**src/common/print_signal_regs.vh**
```
// Register offsets, field positions, reset values and timing counts
`ifndef PRINT_SIGNAL_REGS_VH
`define PRINT_SIGNAL_REGS_VH

// Clock and timing
`define CLK_FREQ_HZ 125000000
`define END_PULSE_MS 20
`define CYCLES_PER_MS (`CLK_FREQ_HZ / 1000)
`define MS_CNT_W 17
`define PULSE_CNT_W 5
`define MS_TICK_LAST 17'h1e847
`define END_PULSE_LAST 5'h13

// Register offsets
`define REG_CONFIG 4'h0
`define REG_HEAD_INTERVAL 4'h1
`define REG_PIN_MAP 4'h2
`define REG_STATUS 4'h3
`define REG_HEAD_COUNT 4'h4

// Config fields
`define CFG_EXT_PORT 0
`define CFG_END_TYPE_LO 1
`define CFG_END_TYPE_HI 2
`define CFG_EXT_REPRINT 3
`define CFG_CONT_PRINT 4
`define CFG_ENH_REPRINT 5
`define CFG_CONT_MODE 6
`define CFG_HEAD_MODE_LO 7
`define CFG_HEAD_MODE_HI 8
`define CFG_EXT_BACKFEED 9
`define CFG_AUTO_ONLINE 10
`define CFG_WIDTH 11
`define CFG_RESET 11'h000

// Pin map fields
`define PIN_READY_OPT 0
`define PIN_NINE_PIN 1
`define PIN_WIDTH 2
`define PIN_RESET 2'h0
`define AUTO_ONLINE_RESET 1'h0

// Status fields
`define ST_ONLINE 0
`define ST_PRINTING 1
`define ST_DONE 2
`define ST_READY_ASSIGNED 3
`define ST_BACKFEED_ACTIVE 4

// End waveform types
`define TYPE_END_LOW 2'h0
`define TYPE_END_HIGH 2'h1
`define TYPE_ACT_LOW 2'h2
`define TYPE_ACT_HIGH 2'h3

// Head check modes
`define HEAD_ALL 2'h0
`define HEAD_EVERY_N 2'h1
`define HEAD_START_END 2'h2

// Head interval
`define HEAD_INT_W 20
`define HEAD_INT_MIN 20'h00001
`define HEAD_INT_MAX 20'hf423f
`define HEAD_INT_RESET 20'h00001

`endif

```
**src/core/ms_tick.v**
```verilog
// Millisecond enable pulse divided from the system clock
`timescale 1ns/1ps
`include "print_signal_regs.vh"

module ms_tick (
  input wire clk_sys,
  input wire srst,
  output reg tick
);
  localparam [16:0] LAST = `MS_TICK_LAST;
  reg [16:0] count;

  always @(posedge clk_sys) begin
    if (srst) begin
      count <= 17'h00000;
      tick <= 1'b0;
    end else if (count == LAST) begin
      count <= 17'h00000;
      tick <= 1'b1;
    end else begin
      count <= count + 17'h00001;
      tick <= 1'b0;
    end
  end
endmodule // ms_tick

```
**src/core/print_signal_ctrl.v**
```verilog
// External print signal controller: print-done waveform, triggers, head check
//
// Design decisions made here: the register addresses and strobed register access.
`timescale 1ns/1ps
`include "print_signal_regs.vh"

module print_signal_ctrl (
  input wire clk_sys,
  input wire srst,
  input wire [3:0] addr,
  input wire [31:0] wdata,
  input wire wr_en,
  input wire rd_en,
  output reg [31:0] rdata,
  input wire print_go_input,
  input wire print_again_input,
  input wire dispense_req_input,
  input wire print_start,
  input wire print_end,
  input wire quantity_remaining,
  input wire command_error,
  input wire online_toggle,
  input wire engine_ready,
  input wire at_home,
  output reg print_done_output,
  output reg online_output,
  output reg printer_ready_output,
  output reg home_position_output,
  output reg start_print,
  output reg start_reprint,
  output reg dispense_go,
  output reg head_check
);

  // ------------------------------------------------------------
  // Configuration registers
  // ------------------------------------------------------------
  reg [`CFG_WIDTH-1:0] config_reg;
  reg [`HEAD_INT_W-1:0] head_interval;
  // Power-cycle settings start from their defaults and survive srst
  reg [`PIN_WIDTH-1:0] pin_map_pending = `PIN_RESET;
  reg auto_online_kept = `AUTO_ONLINE_RESET;
  reg [`PIN_WIDTH-1:0] pin_map_active;
  reg powered;
  reg online;

  wire cont_mode = config_reg[`CFG_CONT_MODE];
  wire ext_en = config_reg[`CFG_EXT_PORT] & cont_mode;
  wire [1:0] end_type = config_reg[`CFG_END_TYPE_HI:`CFG_END_TYPE_LO];
  wire ext_reprint = config_reg[`CFG_EXT_REPRINT];
  wire enh_reprint = config_reg[`CFG_ENH_REPRINT] & ext_reprint;
  wire cont_print = config_reg[`CFG_CONT_PRINT];
  wire [1:0] head_mode = config_reg[`CFG_HEAD_MODE_HI:`CFG_HEAD_MODE_LO];
  wire ext_backfeed = config_reg[`CFG_EXT_BACKFEED];
  wire ready_assigned = pin_map_active[`PIN_READY_OPT] & pin_map_active[`PIN_NINE_PIN];

  // Keep interval in its legal range; out-of-range writes are ignored
  wire [`HEAD_INT_W-1:0] wr_interval = wdata[`HEAD_INT_W-1:0];
  wire interval_ok = (wr_interval >= `HEAD_INT_MIN) && (wr_interval <= `HEAD_INT_MAX);

  always @(posedge clk_sys) begin
    if (srst) begin
      config_reg <= `CFG_RESET;
      head_interval <= `HEAD_INT_RESET;
    end else if (wr_en) begin
      case (addr)
        `REG_CONFIG: config_reg <= wdata[`CFG_WIDTH-1:0];
        `REG_HEAD_INTERVAL: begin
          if (interval_ok) begin
            head_interval <= wr_interval;
          end
        end
        default: ;
      endcase
    end
  end

  // ------------------------------------------------------------
  // Power-cycle settings
  // ------------------------------------------------------------
  // Kept through srst, which stands for a power cycle; clearing them there
  // would leave the pin map and auto online with no effect at all.
  always @(posedge clk_sys) begin
    if (wr_en && !srst) begin
      if (addr == `REG_PIN_MAP) begin
        pin_map_pending <= wdata[`PIN_WIDTH-1:0];
      end
      if (addr == `REG_CONFIG) begin
        auto_online_kept <= wdata[`CFG_AUTO_ONLINE];
      end
    end
  end

  // ------------------------------------------------------------
  // Input synchronisers
  // ------------------------------------------------------------
  // Inputs are held levels, so two stages and an edge detect suffice
  wire [3:0] raw_in = {online_toggle, dispense_req_input, print_again_input, print_go_input};
  wire [3:0] rise;
  genvar i;

  generate
    for (i = 0; i < 4; i = i + 1) begin : g_sync
      reg stage1;
      reg stage2;
      reg stage_prev;
      always @(posedge clk_sys) begin
        if (srst) begin
          stage1 <= 1'b0;
          stage2 <= 1'b0;
          stage_prev <= 1'b0;
        end else begin
          stage1 <= raw_in[i];
          stage2 <= stage1;
          stage_prev <= stage2;
        end
      end
      // Idle level is low, so no false edge follows reset
      assign rise[i] = stage2 & ~stage_prev;
    end
  endgenerate

  wire go_rise = rise[0];
  wire again_rise = rise[1];
  wire dispense_rise = rise[2];
  wire online_toggle_rise = rise[3];

  // ------------------------------------------------------------
  // Power-on capture
  // ------------------------------------------------------------
  // Pin map and online state latch once after reset release only, so
  // software edits wait for the next power cycle.
  always @(posedge clk_sys) begin
    if (srst) begin
      powered <= 1'b0;
      pin_map_active <= `PIN_RESET;
      online <= 1'b0;
    end else begin
      if (!powered) begin
        powered <= 1'b1;
        pin_map_active <= pin_map_pending;
        online <= auto_online_kept;
      end else if (online_toggle_rise) begin
        online <= ~online;
      end
    end
  end

  // ------------------------------------------------------------
  // Print and reprint triggers
  // ------------------------------------------------------------
  wire reprint_ok = ext_en & ext_reprint & ~command_error;
  wire next_start_reprint = again_rise & reprint_ok &
    (enh_reprint | ~quantity_remaining);
  wire next_start_print = go_rise & ext_en & cont_print & ~quantity_remaining;
  wire next_dispense = dispense_rise & ext_backfeed & online;

  always @(posedge clk_sys) begin
    if (srst) begin
      start_print <= 1'b0;
      start_reprint <= 1'b0;
      dispense_go <= 1'b0;
    end else begin
      start_print <= next_start_print & online;
      start_reprint <= next_start_reprint & online;
      dispense_go <= next_dispense;
    end
  end

  // ------------------------------------------------------------
  // Print-done waveform
  // ------------------------------------------------------------
  wire ms_en;
  reg printing;
  reg pulse_active;
  reg [4:0] pulse_ms;
  localparam [4:0] PULSE_LAST = `END_PULSE_LAST;

  ms_tick u_ms_tick (
    .clk_sys(clk_sys),
    .srst(srst),
    .tick(ms_en)
  );

  always @(posedge clk_sys) begin
    if (srst) begin
      printing <= 1'b0;
      pulse_active <= 1'b0;
      pulse_ms <= 5'h00;
    end else begin
      if (print_start) begin
        printing <= 1'b1;
      end else if (print_end) begin
        printing <= 1'b0;
      end
      // Completion always reloads, so back-to-back prints stretch the pulse
      if (print_end) begin
        pulse_active <= 1'b1;
        pulse_ms <= 5'h00;
      end else if (pulse_active && ms_en) begin
        if (pulse_ms == PULSE_LAST) begin
          pulse_active <= 1'b0;
        end else begin
          pulse_ms <= pulse_ms + 5'h01;
        end
      end
    end
  end

  reg next_done;
  always @* begin
    case (end_type)
      `TYPE_END_LOW: next_done = ~pulse_active;
      `TYPE_END_HIGH: next_done = pulse_active;
      `TYPE_ACT_LOW: next_done = ~printing;
      `TYPE_ACT_HIGH: next_done = printing;
      default: next_done = 1'b0;
    endcase
    if (!ext_en) begin
      next_done = 1'b0;
    end
  end

  // ------------------------------------------------------------
  // Head check scheduling
  // ------------------------------------------------------------
  reg [`HEAD_INT_W-1:0] media_count;
  reg next_head;
  wire interval_hit = (media_count + 20'h00001) >= head_interval;

  always @* begin
    case (head_mode)
      `HEAD_ALL: next_head = print_end;
      `HEAD_EVERY_N: next_head = print_end & interval_hit;
      `HEAD_START_END: next_head = print_start | print_end | next_dispense;
      default: next_head = 1'b0;
    endcase
  end

  always @(posedge clk_sys) begin
    if (srst) begin
      media_count <= {`HEAD_INT_W{1'b0}};
    end else if (head_mode != `HEAD_EVERY_N) begin
      media_count <= {`HEAD_INT_W{1'b0}};
    end else if (print_end) begin
      media_count <= interval_hit ? {`HEAD_INT_W{1'b0}} : media_count + 20'h00001;
    end
  end

  // ------------------------------------------------------------
  // Registered outputs
  // ------------------------------------------------------------
  always @(posedge clk_sys) begin
    if (srst) begin
      print_done_output <= 1'b0;
      online_output <= 1'b0;
      printer_ready_output <= 1'b0;
      home_position_output <= 1'b0;
      head_check <= 1'b0;
    end else begin
      print_done_output <= next_done;
      online_output <= online;
      printer_ready_output <= ready_assigned & online & engine_ready;
      home_position_output <= ext_backfeed & at_home;
      head_check <= next_head;
    end
  end

  // ------------------------------------------------------------
  // Register read
  // ------------------------------------------------------------
  always @(posedge clk_sys) begin
    if (srst) begin
      rdata <= 32'h00000000;
    end else if (rd_en) begin
      case (addr)
        `REG_CONFIG: rdata <= {21'h000000, config_reg};
        `REG_HEAD_INTERVAL: rdata <= {12'h000, head_interval};
        `REG_PIN_MAP: rdata <= {30'h00000000, pin_map_pending};
        `REG_STATUS: rdata <= {27'h0000000, ext_backfeed, ready_assigned,
          pulse_active, printing, online};
        `REG_HEAD_COUNT: rdata <= {12'h000, media_count};
        default: rdata <= 32'h00000000;
      endcase
    end else begin
      rdata <= 32'h00000000;
    end
  end

endmodule // print_signal_ctrl
```
**config.mk**
```make
export PLATFORM = sky130hd
export DESIGN_NAME = print_signal_ctrl
export DESIGN_NICKNAME = d
export VERILOG_FILES = /design/src/core/ms_tick.v /design/src/core/print_signal_ctrl.v
export VERILOG_INCLUDE_DIRS = /design/src /design/src/common
export SDC_FILE = /design/constraint.sdc
export NUM_CORES = 1
export LEC_CHECK = 0
export BUFFER_PORTS_ARGS = -buffer_cell sky130_fd_sc_hd__buf_2
export CORE_MARGIN = 4
export CORE_UTILIZATION = 55
export DETAILED_ROUTE_END_ITERATION = 12
export GPL_ROUTABILITY_DRIVEN = 0
export HOLD_SLACK_MARGIN = 0.05
export PLACE_DENSITY = 0.76
export SETUP_SLACK_MARGIN = 0.1
export SYNTH_ARGS = -nofsm -noshare
export SYNTH_HDL_FRONTEND = slang
export SYNTH_SLANG_ARGS = --single-unit
export TNS_END_PERCENT = 20
```
**constraint.sdc**
```tcl
create_clock -name clk_sys -period 4.35 [get_ports clk_sys]
set_input_delay 0.6525 -clock clk_sys [delete_from_list [all_inputs] [get_ports clk_sys]]
set_output_delay 0.6525 -clock clk_sys [all_outputs]
set_load 0.01 [all_outputs]
```
==> flow_summary.ini, run 1 <==
[synth]
synth.top_cell.area_share_pct = 42.4
synth_edf_count = 3
synth_common_cells = dfxtp_1 (120), nor2_1 (80), nand2_1 (61), inv_1 (40), a21oi_1 (30)
synth_most_common_cell = dfxtp_1
synthArstFlopShare_pct = 0
synth_top_cell_by_area = dfxtp_1
synthCells = 643
synthFlopType = dfxtp_1
syn_area_mm2 = 0.00567
ys_seq_area_share_pct = 44.0
ys_ff_latch = 123
avgSynthCellArea_um2 = 8.81
ys_warn_count = 0
yosys-top-cells-area = dfxtp_1 (42%), nor2_1 (5.3%), ha_1 (5.1%)
synth_cell_types = 55

[detailed_routing]
final_antenna_net_count = 0
vias = 4817
drc = 0
drt-initial-drc-count = 396
post_drt_via_cell_ratio = 5.69
first_pass_iters = 5
post_drt_wl_per_cell_um = 16.8
wl_mm = 14.2

[hold_path]
hp-class = input pin to register

[clocking]
cts_inserted_buffers = 17
htree_num_levels = 4
cts.path.max_buffers = 2
post_cts_buffers = 0
insertion_delay_ns = 0.53
clk_pin_slew_ns = 0.06
clock_sinks = 123
cts_hold_buf = 0
cts_tree = yes
postCtsResizedCells = 0
root_buffer = clkbuf_8

[grt]
grt_remaining_overflow = 0
grt_max_degree = 58
grt_first_pass_wirelength_mm = 23.3
first_global_vias = 4682
antenna_found_initial = 0
gr-usage-all-layers_pct = 25.2

[power_and_ir_drop]
power.density_mw_per_mm2 = 415
max-vdd-ir-drop_uv = 309
p_leak_nw = 2.80

[placed_design]
dp_hpwl_mm = 9.92
placed_cells = 814
port_buffers = 65
place_ws_ns = 0.596

[sta]
layout_min_cycle_time_ns = 3.85
setup_viol = 0
rsz0062_at_grt = false
finalHoldViolations = 0
setup-tns-final_ns = 0
fin_crit_sh_pct = 88.6
fmax_ghz = 0.259
final_max_slew_viol_count = 0
max_slew_margin_pct = 60.4
tightest_slew_ns = 0.594
fin_skew_ns = 0.00821
finalWorstSetupSlack_ns = 0.496

[finish]
area_growth_pct = 17.6
fin_cells = 846
drive_gt1_share_pct = 15.7
fin_util_pct = 67.3
n_antenna_cell = 0
fill_cells = 803
top_regs = head_interval: 20 flops, media_count: 20 flops, rdata: 20 flops
nets = 773

[critical_path]
crit_path_frequent_cell = ha_1
arrival_ns = 4.33
crit_family = simple AND/OR/NAND/NOR gates
crit_chain = ha_1 > nand2_1 > or4_4 > or2_4 > xnor2_1 > ha_1 > nand4_1 > nor3_1 > a32oi_1 > nand3_1 > nor3_4 > a221o_1
r2r_cells = 12
path_buf_inv = 0
r2r-end = media_count[6]$_SDFFE_PP0P_
start_kind = register
required_ns = 4.82
cp_max_fo = 11
slowest_delay_ns = 0.59
crit_type = register to register
crit_cells = 12
crit_start = media_count[0]$_SDFFE_PP0P_
endpoint = media_count[6]$_SDFFE_PP0P_
cp_slowest_cell = or4_4
rrSetupSlack_ns = 0.50
r2r_start = media_count[0]$_SDFFE_PP0P_
endpoint_kind = register

[floorplanning]
die_y_um = 109
die_w_um = 109
floorplan.initialDensity_pct = 57.2
die_area_mm2 = 0.0120
io-pin-count = 90
fp-row-count = 36
coreArea_mm2 = 0.00991

[run_status]
status = finished clean

[run]
drv_cap = 0
[cell families (layout without fill, tap and decap cells)]
family | after synthesis | in the layout | synth area share, %
AO/OA/AOI/OAI | 97 | 97 | 11.6
XOR/XNOR | 39 | 39 | 6.03
adder cells (fa/ha/maj) | 23 | 23 | 5.08
buffers and inverters | 86 | 145 | 7.18
flip-flops | 123 | 123 | 44.0
multiplexers | 25 | 25 | 4.46
other | 1 | 12 | 0.0662
AND/OR/NAND/NOR | 249 | 249 | 21.6
[final cells by class]
type                    count  area [um2]  share of cell area, %
multi-input cells         445        2840                   42.6
flip-flops and latches    123        2490                   37.4
clock buffers              26         498                   7.47
repair buffers             73         385                   5.78
well taps                 133         166                   2.50
inverters                  40         150                   2.25
clock inverters             6         133                   1.99
[worst min-delay path by stage]
stage                                              from                       endpoint  slack, ns  depth (start not counted)
after floorplan           u_ms_tick.count[0]$_SDFF_PP0_  u_ms_tick.count[0]$_SDFF_PP0_       0.41                          1
after global routing                               srst  head_interval[9]$_SDFFE_PP0P_       0.32                          2
final                                              srst  head_interval[9]$_SDFFE_PP0P_       0.32                          2
after detailed placement    g_sync[0].stage1$_SDFF_PP0_    g_sync[0].stage2$_SDFF_PP0_       0.43                          1
after CTS                                          srst  head_interval[9]$_SDFFE_PP0P_       0.30                          2
after global placement      g_sync[1].stage1$_SDFF_PP0_    g_sync[1].stage2$_SDFF_PP0_       0.42                          1
[cell usage in the layout (no fill, tap or decap), drive strengths merged, types with 6 or more instances in the layout]
| cell | Yosys | layout |
|---|---|---|
| dfxtp | 120 | 120 |
| nor2 | 80 | 80 |
| buf | 25 | 73 |
| nand2 | 61 | 61 |
| inv | 40 | 40 |
| a21oi | 30 | 30 |
| clkbuf | 21 | 26 |
| mux2i | 23 | 23 |
| ha | 23 | 23 |
| xnor2 | 20 | 20 |
| xor2 | 19 | 19 |
| nand3 | 18 | 18 |
| o21ai | 17 | 17 |
| nor3 | 17 | 17 |
| nor2b | 16 | 16 |
| nand4 | 14 | 14 |
| a22oi | 12 | 12 |
| conb | 1 | 12 |
| and3 | 9 | 9 |
| a222oi | 8 | 8 |
| or4 | 6 | 6 |
[power by group]
| group | internal [mW] | total (mW) | leakage (nW) | switching, mW |
|---|---|---|---|---|
| registers | 1.15 | 1.16 | 0.999 | 0.0106 |
| logic | 0.0402 | 0.116 | 1.50 | 0.0761 |
| clock network | 1.01 | 1.49 | 0.306 | 0.482 |
[metal layers]
metal | GRT usage, % | up-vias | share of wire (%)
li1 | - | 2319 | -
met5 | 0 | - | 0
met4 | 10.5 | 0 | 1.6
met3 | 5.99 | 23 | 7.5
met2 | 39.8 | 189 | 47
met1 | 32.9 | 2286 | 44
[metrics by stage]
step                      hold slack, ns  power [mW]  area [um2]
after floorplan                    0.413        1.26        5710
after global placement             0.419        1.29        6030
after detailed placement           0.428        1.29        6030
after CTS                          0.304        2.78        6670
after global routing               0.315        2.85        6670
final                              0.323        2.76        6670
Note: power is estimated with default switching activity, not from simulation.
==> run 2, diff against run 1 <==
--- a/config.mk
+++ b/config.mk
@@ -14,6 +14,7 @@
 export HOLD_SLACK_MARGIN = 0.05
 export PLACE_DENSITY = 0.76
 export SETUP_SLACK_MARGIN = 0.1
+export SKIP_LAST_GASP = 1
 export SYNTH_ARGS = -nofsm -noshare
 export SYNTH_HDL_FRONTEND = slang
 export SYNTH_SLANG_ARGS = --single-unit
==> constraint.sdc (replaced) <==
create_clock -name clk_sys -period 3.8 [get_ports clk_sys]
set_input_delay 0.57 -clock clk_sys [delete_from_list [all_inputs] [get_ports clk_sys]]
set_output_delay 0.57 -clock clk_sys [all_outputs]
set_load 0.01 [all_outputs]
==> flow_summary.ini, run 2 (synthesis gave the netlist of run 1 again) <==
[run_status]
status = finished clean

[detailed_routing]
post_drt_wl_per_cell_um = 17.0
vias = 4931
drc = 0
wl_mm = 14.5
post_drt_via_cell_ratio = 5.79
drt-initial-drc-count = 488
first_pass_iters = 8
final_antenna_net_count = 0

[placed_design]
dp_hpwl_mm = 10.1
place_ws_ns = 0.248
placed_cells = 819
port_buffers = 65

[sta]
final_max_slew_viol_count = 0
rsz0062_at_grt = false
tightest_slew_ns = 0.637
layout_min_cycle_time_ns = 3.56
setup-tns-final_ns = 0
fin_skew_ns = 0.00989
finalHoldViolations = 0
fmax_ghz = 0.281
finalWorstSetupSlack_ns = 0.241
fin_crit_sh_pct = 93.7
max_slew_margin_pct = 57.5
setup_viol = 0

[finish]
mostFrequentLayoutCells = dfxtp_1 (119), nor2_1 (80), buf_2 (65), nand2_1 (61), inv_1 (40)
final_common_cell = dfxtp_1
nets = 778
area_growth_pct = 17.5
top_regs = head_interval: 20 flops, media_count: 20 flops, rdata: 20 flops
fin_cells = 851
n_antenna_cell = 0
drive_gt1_share_pct = 17.1

[hold_path]
min_path_cells = 2
hold_path_end = g_sync[1].stage1$_SDFF_PP0_
hp-class = input pin to register
hp-start = print_again_input

[critical_path]
arrival_ns = 3.95
r2r_cells = 13
r2r_start = media_count[1]$_SDFFE_PP0P_
endpoint_kind = register
start_kind = register
crit_type = register to register
rrSetupSlack_ns = 0.24
cp_max_fo = 7
required_ns = 4.19
r2r-end = media_count[11]$_SDFFE_PP0P_

[grt]
grt_first_pass_wirelength_mm = 23.3
grt_max_degree = 59
grt.busiest_layer = met2
gr-usage-met1_pct = 31.8
use_met2_pct = 40.3
gr-usage-all-layers_pct = 25.0
antenna_found_initial = 0
grt_remaining_overflow = 0
first_global_vias = 4802
grt.met3_usage_pct = 6.58

[clocking]
root_buffer = clkbuf_8
insertion_delay_ns = 0.51
clock_sinks = 123
htree_num_levels = 4
cts_tree = yes
cts.path.max_buffers = 2
cts_inserted_buffers = 17
clk_pin_slew_ns = 0.06

[floorplanning]
fp-row-count = 36
die_area_mm2 = 0.0120
die_y_um = 109
floorplan.initialDensity_pct = 57.2
coreArea_mm2 = 0.00991
io-pin-count = 90
die_w_um = 109

[power_and_ir_drop]
power.density_mw_per_mm2 = 453
p_leak_nw = 2.81
max-vdd-ir-drop_uv = 306

[run]
drv_cap = 0
## run 2: metrics by stage
step                      hold WS (ns)  utilization (%)  instance area [um2]  total power [mW]
after floorplan                  0.413                -                 5710              1.44
after global placement           0.417             61.3                 6070              1.48
after detailed placement         0.431             61.3                 6070              1.49
after CTS                        0.272             67.1                 6650              3.01
after global routing             0.276             67.2                 6660              3.10
final                            0.279             67.2                 6660              3.01
## run 2: worst max-delay path by stage
stage	start	to	slack, ns	depth (start not counted)
3_3_place_gp	media_count[1]$_SDFFE_PP0P_	media_count[11]$_SDFFE_PP0P_	0.35	13
3_5_place_dp	media_count[1]$_SDFFE_PP0P_	media_count[11]$_SDFFE_PP0P_	0.25	13
6_report	media_count[1]$_SDFFE_PP0P_	media_count[11]$_SDFFE_PP0P_	0.24	13
5_1_grt	media_count[1]$_SDFFE_PP0P_	media_count[11]$_SDFFE_PP0P_	0.11	15
2_1_floorplan	media_count[0]$_SDFFE_PP0P_	media_count[11]$_SDFFE_PP0P_	0.56	14
4_1_cts	media_count[1]$_SDFFE_PP0P_	media_count[11]$_SDFFE_PP0P_	0.19	13
## run 2: area by class of cell
type / count / area [um2]
inverters: 40 / 150
repair buffers: 78 / 423
well taps: 133 / 166
multi-input cells: 445 / 2850
clock buffers: 21 / 469
clock inverters: 11 / 109
flip-flops and latches: 123 / 2490
fillers: 801 / 3250
## run 2: timing repair
item                                    4_1_cts  5_1_grt
setup buffers                                 0        0
endpoints found under the setup margin        0        6
hold buffers                                  0        0
resized for setup                             0        2
hold endpoints to repair                      0        0
## run 2: power by group
part / switching [mW] / internal (mW) / total, mW
clock: 0.607 / 0.945 / 1.55
sequential: 0.0121 / 1.31 / 1.32
combinational: 0.0890 / 0.0488 / 0.138
## run 2: routing by layer
metal / routed length, um / vias up
met5: 0 / -
met4: 381 / 0
met3: 1220 / 39
met2: 6530 / 228
met1: 6360 / 2333
li1: - / 2331
## run 2: worst max-delay path, stage by stage, from the launching register on
cell,delay (ns)
dfxtp_1,0.41
ha_1,0.20
nand2_1,0.12
or4_4,0.60
or2_4,0.27
xnor2_1,0.13
ha_1,0.30
nand4_1,0.15
nor3_2,0.26
a32oi_1,0.15
nand3_1,0.26
buf_4,0.22
nor4b_1,0.06
a221o_1,0.30
